## src/rtl/sws_defines.vh

```
// constants for the suspend/wake sequencer
`ifndef SWS_DEFINES_VH
`define SWS_DEFINES_VH
`define SWS_ADDR_CTRL     12'h000
`define SWS_ADDR_TIMING   12'h004
`define SWS_ADDR_STATUS   12'h008
`define SWS_ADDR_CAPTURE  12'h00c
`define SWS_EN_DISABLED   2'h0
`define SWS_EN_FILTER     2'h1
`define SWS_EN_NOFILTER   2'h2
`define SWS_CTRL_EN_LSB   0
`define SWS_CTRL_HSK      2
`define SWS_CTRL_MULTI    3
`define SWS_CTRL_DRIVE    4
`define SWS_CTRL_GSR      5
`define SWS_CTRL_MASK_LSB 8
`define SWS_CTRL_RESET    32'h0000ff00
`define SWS_OUT_CNT_RESET 8'h04
`define SWS_WR_CNT_RESET  8'h05
`define SWS_FILT_LEN      3'h4
// phase delays in 25 ns clock cycles: 100/200/300/400 ns entry, 100 ns enable, 100 ns awake
`define SWS_CYC_GWE       8'h04
`define SWS_CYC_AWAKE     8'h08
`define SWS_CYC_GTS       8'h0c
`define SWS_CYC_DIS       8'h10
`define SWS_CYC_EN        8'h04
`define SWS_CYC_AWK_HI    8'h04
`endif

```

## src/rtl/sws_sequencer.v

```verilog
// suspend/wake sequencer with APB register access
`timescale 1ns/1ps
`include "sws_defines.vh"
module sws_sequencer (
  input  wire        CLK,
  input  wire        RESET_N,
  input  wire        PSEL,
  input  wire        PENABLE,
  input  wire        PWRITE,
  input  wire [11:0] PADDR,
  input  wire [31:0] PWDATA,
  output wire [31:0] PRDATA,
  output wire        PREADY,
  output wire        PSLVERR,
  input  wire        SLEEP_REQ,
  input  wire [7:0]  WAKE_PINS,
  input  wire        CONFIG_DONE,
  input  wire        ENTRY_ACKNOWLEDGE,
  output reg         ENTRY_REQUEST_OUT,
  input  wire [7:0]  HOLD_LAST_LEVEL,
  output reg  [7:0]  HOLD_CAPTURED,
  output reg         WRITE_ENABLE,
  output reg         OUTPUT_HOLD,
  output reg         INPUT_BLOCK,
  output reg         GLOBAL_SET_RESET,
  input  wire        AWAKE_IN,
  output reg         AWAKE_OUT,
  output reg         AWAKE_OE,
  output reg         AWAKE_IS_STATUS
);

  localparam [3:0] ST_RUN     = 4'h0;
  localparam [3:0] ST_HSK     = 4'h1;
  localparam [3:0] ST_GWE     = 4'h2;
  localparam [3:0] ST_AWK_LO  = 4'h3;
  localparam [3:0] ST_GTS     = 4'h4;
  localparam [3:0] ST_DIS     = 4'h5;
  localparam [3:0] ST_SUSP    = 4'h6;
  localparam [3:0] ST_EN      = 4'h7;
  localparam [3:0] ST_AWK_HI  = 4'h8;
  localparam [3:0] ST_AWK_WT  = 4'h9;
  localparam [3:0] ST_REL     = 4'ha;
  localparam [3:0] ST_CONFIG  = 4'hb;

  localparam [7:0] CYC_GWE    = `SWS_CYC_GWE;
  localparam [7:0] CYC_AWAKE  = `SWS_CYC_AWAKE;
  localparam [7:0] CYC_GTS    = `SWS_CYC_GTS;
  localparam [7:0] CYC_DIS    = `SWS_CYC_DIS;
  localparam [7:0] CYC_EN     = `SWS_CYC_EN;
  localparam [7:0] CYC_AWK_HI = `SWS_CYC_AWK_HI;

  reg  [31:0] ctrl_ff;
  reg  [7:0]  out_cnt_ff;
  reg  [7:0]  wr_cnt_ff;
  reg  [31:0] prdata_ff;
  reg  [3:0]  state_ff;
  reg  [3:0]  nxt_state;
  reg  [7:0]  tmr_ff;
  reg  [7:0]  nxt_tmr;
  reg  [7:0]  rel_ff;
  reg  [7:0]  nxt_rel;
  reg  [7:0]  hold_val_ff;
  reg  [1:0]  sleep_sync_ff;
  reg  [1:0]  awake_sync_ff;
  wire [7:0]  wake_sync;
  wire [7:0]  wake_hit;
  reg  [2:0]  filt_cnt_ff;
  reg         sleep_filt_ff;
  genvar      gi;

  wire [1:0] en_mode  = ctrl_ff[`SWS_CTRL_EN_LSB+1:`SWS_CTRL_EN_LSB];
  wire       enabled  = (en_mode == `SWS_EN_FILTER) || (en_mode == `SWS_EN_NOFILTER);
  wire       hsk_en   = ctrl_ff[`SWS_CTRL_HSK];
  wire       multi_en = ctrl_ff[`SWS_CTRL_MULTI];
  wire       drive_en = ctrl_ff[`SWS_CTRL_DRIVE];
  wire       gsr_en   = ctrl_ff[`SWS_CTRL_GSR];
  wire [7:0] wake_msk = ctrl_ff[`SWS_CTRL_MASK_LSB+7:`SWS_CTRL_MASK_LSB];

  wire wr_acc = PSEL && PENABLE && PWRITE;
  wire rd_set = PSEL && !PENABLE && !PWRITE;
  wire sleep_raw = sleep_sync_ff[1];
  // filter only when selected; enabled_no_filter path uses the synchronised level directly
  wire sleep_lvl = (en_mode == `SWS_EN_FILTER) ? sleep_filt_ff : sleep_raw;
  wire wake_any = multi_en && (|wake_hit);
  wire exit_cond = !sleep_lvl && (!multi_en || wake_any);
  wire awake_seen = awake_sync_ff[1];

  assign PREADY  = 1'b1;
  assign PSLVERR = 1'b0;
  assign PRDATA  = prdata_ff;

  // register writes; reads are latched at setup so PRDATA is a flop
  always @(posedge CLK or negedge RESET_N) begin
    if (!RESET_N) begin
      ctrl_ff    <= `SWS_CTRL_RESET;
      out_cnt_ff <= `SWS_OUT_CNT_RESET;
      wr_cnt_ff  <= `SWS_WR_CNT_RESET;
      prdata_ff  <= 32'h00000000;
    end else begin
      if (wr_acc && PADDR == `SWS_ADDR_CTRL) begin
        ctrl_ff <= PWDATA & 32'h0000ff3f;
      end
      if (wr_acc && PADDR == `SWS_ADDR_TIMING) begin
        out_cnt_ff <= PWDATA[7:0];
        wr_cnt_ff  <= PWDATA[15:8];
      end
      if (rd_set) begin
        case (PADDR)
          `SWS_ADDR_CTRL:    prdata_ff <= ctrl_ff;
          `SWS_ADDR_TIMING:  prdata_ff <= {16'h0000, wr_cnt_ff, out_cnt_ff};
          `SWS_ADDR_STATUS:  prdata_ff <= {16'h0000, wake_sync, 1'b0, awake_seen,
                                           WRITE_ENABLE, OUTPUT_HOLD, state_ff};
          `SWS_ADDR_CAPTURE: prdata_ff <= {24'h000000, hold_val_ff};
          default:           prdata_ff <= 32'h00000000;
        endcase
      end
    end
  end

  // two-stage synchronisers; only the second stage is consumed
  always @(posedge CLK or negedge RESET_N) begin
    if (!RESET_N) begin
      sleep_sync_ff <= 2'h0;
      awake_sync_ff <= 2'h0;
    end else begin
      sleep_sync_ff <= {sleep_sync_ff[0], SLEEP_REQ};
      awake_sync_ff <= {awake_sync_ff[0], AWAKE_IN};
    end
  end

  // per-pin wake path: two-flop synchroniser, then a delayed copy for edge detect
  generate
    for (gi = 0; gi < 8; gi = gi + 1) begin : g_wake
      reg meta_ff;
      reg sync_ff;
      reg prev_ff;
      always @(posedge CLK or negedge RESET_N) begin
        if (!RESET_N) begin
          meta_ff <= 1'b0;
          sync_ff <= 1'b0;
          prev_ff <= 1'b0;
        end else begin
          meta_ff <= WAKE_PINS[gi];
          sync_ff <= meta_ff;
          prev_ff <= sync_ff;
        end
      end
      assign wake_sync[gi] = sync_ff;
      // a level already high counts, so a pin high when sleep falls exits at once
      assign wake_hit[gi]  = wake_msk[gi] & (sync_ff | (sync_ff & ~prev_ff));
    end
  endgenerate

  // glitch filter: level must hold for SWS_FILT_LEN cycles to be accepted
  always @(posedge CLK or negedge RESET_N) begin
    if (!RESET_N) begin
      filt_cnt_ff   <= 3'h0;
      sleep_filt_ff <= 1'b0;
    end else if (sleep_raw == sleep_filt_ff) begin
      filt_cnt_ff <= 3'h0;
    end else if (filt_cnt_ff == `SWS_FILT_LEN - 3'h1) begin
      filt_cnt_ff   <= 3'h0;
      sleep_filt_ff <= sleep_raw;
    end else begin
      filt_cnt_ff <= filt_cnt_ff + 3'h1;
    end
  end

  always @* begin
    nxt_state = state_ff;
    nxt_tmr   = (tmr_ff == 8'h00) ? 8'h00 : tmr_ff - 8'h01;
    nxt_rel   = rel_ff;
    case (state_ff)
      ST_CONFIG: begin
        if (CONFIG_DONE) begin
          nxt_state = ST_RUN;
        end
      end
      ST_RUN: begin
        if (enabled && sleep_lvl) begin
          nxt_state = hsk_en ? ST_HSK : ST_GWE;
          nxt_tmr   = CYC_GWE;
        end
      end
      ST_HSK: begin
        if (!sleep_lvl) begin
          nxt_state = ST_RUN;
        end else if (ENTRY_ACKNOWLEDGE) begin
          nxt_state = ST_GWE;
          nxt_tmr   = CYC_GWE;
        end
      end
      ST_GWE: begin
        if (tmr_ff == 8'h01) begin
          nxt_state = ST_AWK_LO;
          nxt_tmr   = CYC_AWAKE - CYC_GWE;
        end
      end
      ST_AWK_LO: begin
        if (tmr_ff == 8'h01) begin
          nxt_state = ST_GTS;
          nxt_tmr   = CYC_GTS - CYC_AWAKE;
        end
      end
      ST_GTS: begin
        if (tmr_ff == 8'h01) begin
          nxt_state = ST_DIS;
          nxt_tmr   = CYC_DIS - CYC_GTS;
        end
      end
      ST_DIS: begin
        if (tmr_ff == 8'h01) begin
          nxt_state = ST_SUSP;
        end
      end
      ST_SUSP: begin
        if (exit_cond) begin
          nxt_state = ST_EN;
          nxt_tmr   = CYC_EN;
        end
      end
      ST_EN: begin
        if (tmr_ff == 8'h01) begin
          nxt_state = ST_AWK_HI;
          nxt_tmr   = CYC_AWK_HI;
        end
      end
      ST_AWK_HI: begin
        if (tmr_ff == 8'h01) begin
          nxt_state = ST_AWK_WT;
        end
      end
      ST_AWK_WT: begin
        if (awake_seen) begin
          nxt_state = ST_REL;
          nxt_rel   = 8'h00;
        end
      end
      ST_REL: begin
        nxt_rel = rel_ff + 8'h01;
        // the write count is honoured even if below the output count
        if (rel_ff + 8'h01 >= out_cnt_ff && rel_ff + 8'h01 >= wr_cnt_ff) begin
          nxt_state = ST_RUN;
        end
      end
      default: nxt_state = ST_RUN;
    endcase
  end

  // phase edges, decoded once so each output block stays small
  wire go_entry  = (state_ff == ST_RUN || state_ff == ST_HSK) && (nxt_state == ST_GWE);
  wire go_we_off = (state_ff == ST_GWE) && (nxt_state == ST_AWK_LO);
  wire go_awk_lo = (state_ff == ST_AWK_LO) && (nxt_state == ST_GTS);
  wire go_hold   = (state_ff == ST_GTS) && (nxt_state == ST_DIS);
  wire go_block  = (state_ff == ST_DIS) && (nxt_state == ST_SUSP);
  wire go_unblk  = (state_ff == ST_EN) && (nxt_state == ST_AWK_HI);
  wire go_awk_hi = (state_ff == ST_AWK_HI) && (nxt_state == ST_AWK_WT);
  wire out_due   = (state_ff == ST_REL) && (rel_ff + 8'h01 >= out_cnt_ff);
  wire wr_due    = (state_ff == ST_REL) && (rel_ff + 8'h01 >= wr_cnt_ff);

  always @(posedge CLK or negedge RESET_N) begin
    if (!RESET_N) begin
      state_ff <= ST_CONFIG;
      tmr_ff   <= 8'h00;
      rel_ff   <= 8'h00;
    end else begin
      state_ff <= nxt_state;
      tmr_ff   <= nxt_tmr;
      rel_ff   <= nxt_rel;
    end
  end

  // levels are latched at the entry decision but shown only at the output switchover
  always @(posedge CLK or negedge RESET_N) begin
    if (!RESET_N) begin
      hold_val_ff   <= 8'h00;
      HOLD_CAPTURED <= 8'h00;
    end else begin
      if (go_entry) begin
        hold_val_ff <= HOLD_LAST_LEVEL;
      end
      if (go_hold) begin
        HOLD_CAPTURED <= hold_val_ff;
      end
    end
  end

  always @(posedge CLK or negedge RESET_N) begin
    if (!RESET_N) begin
      WRITE_ENABLE <= 1'b1;
      OUTPUT_HOLD  <= 1'b0;
      INPUT_BLOCK  <= 1'b0;
    end else begin
      if (go_we_off) begin
        WRITE_ENABLE <= 1'b0;
      end else if (wr_due) begin
        WRITE_ENABLE <= 1'b1;
      end
      if (go_hold) begin
        OUTPUT_HOLD <= 1'b1;
      end else if (out_due) begin
        OUTPUT_HOLD <= 1'b0;
      end
      if (go_block) begin
        INPUT_BLOCK <= 1'b1;
      end else if (go_unblk) begin
        INPUT_BLOCK <= 1'b0;
      end
    end
  end

  // the set/reset pulse spans the awake wait, so a slow pull-up cannot shorten it
  always @(posedge CLK or negedge RESET_N) begin
    if (!RESET_N) begin
      GLOBAL_SET_RESET  <= 1'b0;
      ENTRY_REQUEST_OUT <= 1'b0;
      AWAKE_IS_STATUS   <= 1'b0;
    end else begin
      AWAKE_IS_STATUS   <= enabled;
      ENTRY_REQUEST_OUT <= (nxt_state == ST_HSK);
      if (go_unblk) begin
        GLOBAL_SET_RESET <= gsr_en;
      end else if (state_ff == ST_REL) begin
        GLOBAL_SET_RESET <= 1'b0;
      end
    end
  end

  // the pin is user I/O while the feature is off, so it is only driven when enabled
  always @(posedge CLK or negedge RESET_N) begin
    if (!RESET_N) begin
      AWAKE_OUT <= 1'b0;
      AWAKE_OE  <= 1'b0;
    end else if (go_awk_lo) begin
      AWAKE_OUT <= 1'b0;
      AWAKE_OE  <= 1'b1;
    end else if (go_awk_hi) begin
      AWAKE_OUT <= drive_en;
      AWAKE_OE  <= drive_en;
    end else if (state_ff == ST_RUN) begin
      AWAKE_OUT <= enabled;
      AWAKE_OE  <= enabled;
    end
  end

endmodule // sws_sequencer

```

## config.mk

```make
export PLATFORM = sky130hd
export DESIGN_NAME = sws_sequencer
export DESIGN_NICKNAME = d
export VERILOG_FILES = /design/src/rtl/sws_sequencer.v
export VERILOG_INCLUDE_DIRS = /design/src /design/src/rtl
export SDC_FILE = /design/constraint.sdc
export NUM_CORES = 1
export LEC_CHECK = 0
export BUFFER_PORTS_ARGS = -buffer_cell sky130_fd_sc_hd__buf_2
export CAP_MARGIN = 10
export CORE_MARGIN = 4
export CORE_UTILIZATION = 25
export CTS_CLUSTER_DIAMETER = 50
export DETAILED_ROUTE_END_ITERATION = 10
export PLACE_DENSITY_LB_ADDON = 0.12
export SLEW_MARGIN = 0
export SYNTH_ARGS = -nofsm -noshare
export SYNTH_HDL_FRONTEND = slang
export SYNTH_SLANG_ARGS = --single-unit
```

## constraint.sdc

```tcl
create_clock -name CLK -period 2.6 [get_ports CLK]
set_clock_uncertainty 0.1 [all_clocks]
set_input_delay 0.26 -clock CLK [delete_from_list [all_inputs] [get_ports CLK]]
set_output_delay 0.26 -clock CLK [all_outputs]
set_load 0.1 [all_outputs]
```

==> impl_metrics.json <==
{
  "hold_path_class": "in2reg",
  "cts.repair_timing.setup_buffer_count": 0,
  "critical_path.max_stage_delay_ns": 0.41,
  "worst_setup_hold_path_clk_slew_ns": 0.06,
  "die_area_um2": 24800,
  "yosysTopAreaCell": "dfrtp_1",
  "boundaryPins": 119,
  "synth_largest_type_area_fraction_pct": 44.3,
  "core_region_area_um2": 21900,
  "dpl.hpwl_um": 11300,
  "final-hold-violation-count": 0,
  "die_height_um": 158,
  "worstReg2RegStart": "rel_ff[1]",
  "design.final.nets": 708,
  "cts_root_buf": "clkbuf_16",
  "timing.fmax_mhz": 405,
  "final.min_clock_period_ns": 2.47,
  "worstPathArrival_ns": 2.69,
  "power_mw": 6.10,
  "setup_repair_after_global_routing_missed_its_margin": "true",
  "synth_async_sr_flop_share_pct": 100,
  "min_period_over_period_pct": 94.9,
  "crit_fanout": 4,
  "worstHoldStart": "PWDATA[10]",
  "max-vdd-ir-drop_mv": 0.424,
  "dr_total_vias": 4061,
  "remaining_drc_errors": 0,
  "path_cells": "ha_1 > buf_4 > xor2_1 > ha_1 > o21a_1 > a21oi_1 > o21ai_1 > a211o_1 > o211ai_1",
  "placement.cell_area_um2": 6360,
  "wire_per_inst_um": 16.5,
  "detail-route-antenna-nets": 0,
  "grt_antenna_before_repair": 0,
  "synth.lib_cells_used.distinct": 60,
  "cts_sinks": 114,
  "layout.cells.most_common": "dfrtp_1",
  "tightest_slew_ns": 0.660,
  "pre_cts_slack_ns": 0.0169,
  "syn_inst": 491,
  "first_pass_grt_wire_length_um": 23500,
  "final-setup-viol-count": 0,
  "timing.critical_path.slowest_stage_cell": "dfrtp_1",
  "worst_rel_slew_slack_pct": 55.7,
  "cp.buffers_inverters": 1,
  "grt_overflow_total": 0,
  "power.leakage_nw": 3.52,
  "timing.setup.tns_ns": 0,
  "max_cap_violations": 0,
  "drt_pass1_iterations": 4,
  "pin_count_of_the_biggest_net_entering_global_routing": 43,
  "critPathTopFamily": "compound AO/OA/AOI/OAI gates",
  "reg2reg_slack_ns": 0.13,
  "yosysSeqAreaShare_pct": 51.3,
  "drive_gt1_share_pct": 33.0,
  "die_w_um": 158,
  "slew_viol_final": 0,
  "first_global_vias": 4204,
  "placementRows": 54,
  "synthFlopType": "dfrtp_1",
  "floorplan.initialDensity_pct": 25.6,
  "postSynthRegisterBits": 114,
  "syn-cell-area_um2": 5590,
  "cell_type_with_the_highest_occurrence_count_on_the_critical_path": "ha_1",
  "run_status": "finished, final reports clean",
  "synth-edff-count": 0,
  "synthTopCellsByArea": "dfrtp_1, dfstp_2, mux2_2, ha_1, nand2_1",
  "ys_warn_count": 0,
  "setup.worst_path.start": "rel_ff[1]",
  "nFillCells": 2249,
  "cts_max_path_buffers": 2,
  "finalWirelength_um": 15000,
  "worstSetupEndpointType": "register",
  "tritoncts": "done",
  "cts_max_level": 4,
  "final_cell_area_um2": 7310,
  "port_buffers": 84,
  "cellPowerDensity_nw_per_um2": 834,
  "worstSkewPairLatency_ns": 0.41,
  "vias_per_cell": 4.46,
  "path_class": "reg2reg",
  "area.growth.synth_to_final_pct": 30.8,
  "num_cts_buffers": 17,
  "layout_common_cells": "dfrtp_1, buf_2, nand2_1",
  "dr.first_iter.drc_count": 186,
  "groute.usage.overall_pct": 12.4,
  "post-route-util_pct": 33.4,
  "worstSetupStartpointType": "register",
  "worst-endpoint-required_ns": 2.82,
  "postLayoutSetupSlackWorst_ns": 0.134,
  "globalplace.congestion": 0.788,
  "post_synth.cell_area_avg_um2": 11.4,
  "count_of_antenna_diodes_in_the_layout": 0
}
-- cell families after synthesis --
kind of cell | share of synthesized area [%]
adders and majority gates | 4.92
buffers and inverters | 5.46
and+or+nand+nor | 11.3
xor gates and xnor gates | 2.19
AOI/OAI and AO/OA | 10.4
muxes | 14.3
other | 0.134
DFF | 51.3
-- repair_timing --
item                                    CTS  global route
endpoints found under the hold margin    61             0
hold buffers                             28             0
endpoints found under the setup margin    0             4
gates resized for setup                   0             6
-- area by class of cell --
type                            instances  area [um2]  share of cell area (%)
Timing Repair Buffer                  130         863                    11.8
Sequential cell                       114        2870                    39.3
Multi-Input combinational cell        334        2500                    34.2
Clock inverter                         10         180                    2.46
Clock buffer                           22         474                    6.48
Tap cell                              280         350                    4.79
Inverter                               20        75.1                    1.03
-- final timing paths --
| path | to | cells after the start |
|---|---|---|
| worst max-delay path | state_ff[3] | 9 |
| worst min-delay path | wr_cnt_ff[2] | 2 |
| worst max register to register | state_ff[3] | 9 |
| worst min register to register | awake_sync_ff[1] | 0 |
| max in group asynchronous | ctrl_ff[12] | 3 |
| min in group asynchronous | OUTPUT_HOLD | 2 |
-- flip-flops by register name, summed over array words and instances (netlist names), 2 cells and up --
register        flops
ctrl_ff            14
state_ff            4
PRDATA             16
g_wake.meta_ff      8
g_wake.sync_ff      8
tmr_ff              8
awake_sync_ff       2
out_cnt_ff          8
rel_ff              8
wr_cnt_ff           8
HOLD_CAPTURED       8
sleep_sync_ff       2
filt_cnt_ff         3
hold_val_ff         8
-- layer usage --
layer | vias up | global-route usage (%) | share of wire [%]
met4 | 0 | 3.85 | 1.4
met2 | 101 | 19.7 | 46
met3 | 11 | 3.20 | 4.2
met1 | 1998 | 16.8 | 48
met5 | - | 0 | 0
li1 | 1951 | - | -
-- power by group --
| group | internal (mW) | switching, mW | total, mW |
|---|---|---|---|
| clock | 1.77 | 0.811 | 2.58 |
| sequential | 1.97 | 0.184 | 2.16 |
| combinational | 0.498 | 0.863 | 1.36 |
| total | 4.24 | 1.86 | 6.10 |
-- cell usage after synthesis, types with 3 or more instances --
library cell	n
mux2i_1	9
xor2_1	8
o21ai_0	20
ha_1	22
a22o_1	5
mux4_2	6
and3_1	3
nor3b_1	3
buf_4	18
nor3_1	4
nand3_1	7
inv_1	18
nor2b_1	9
xnor2_1	6
nand2b_1	4
dfstp_2	15
mux2_4	9
mux2_2	33
nand4_1	3
clkbuf_1	12
dfrtp_1	99
a21oi_1	19
buf_2	7
a211o_1	4
o31ai_1	14
a21o_1	5
nand2_1	53
mux2_1	6
a22oi_1	3
nor2_1	27
-- through the flow --
| step | hold WS [ns] | instances |
|---|---|---|
| finish | 0.0190 | 910 |
| global route | 0.00738 | 910 |
| CTS | 0.00612 | 910 |
| detailed placement | 0.180 | 850 |
| global placement | 0.184 | 850 |
| floorplan | -0.136 | 507 |
No activity file was read; power rests on OpenSTA's default activity.
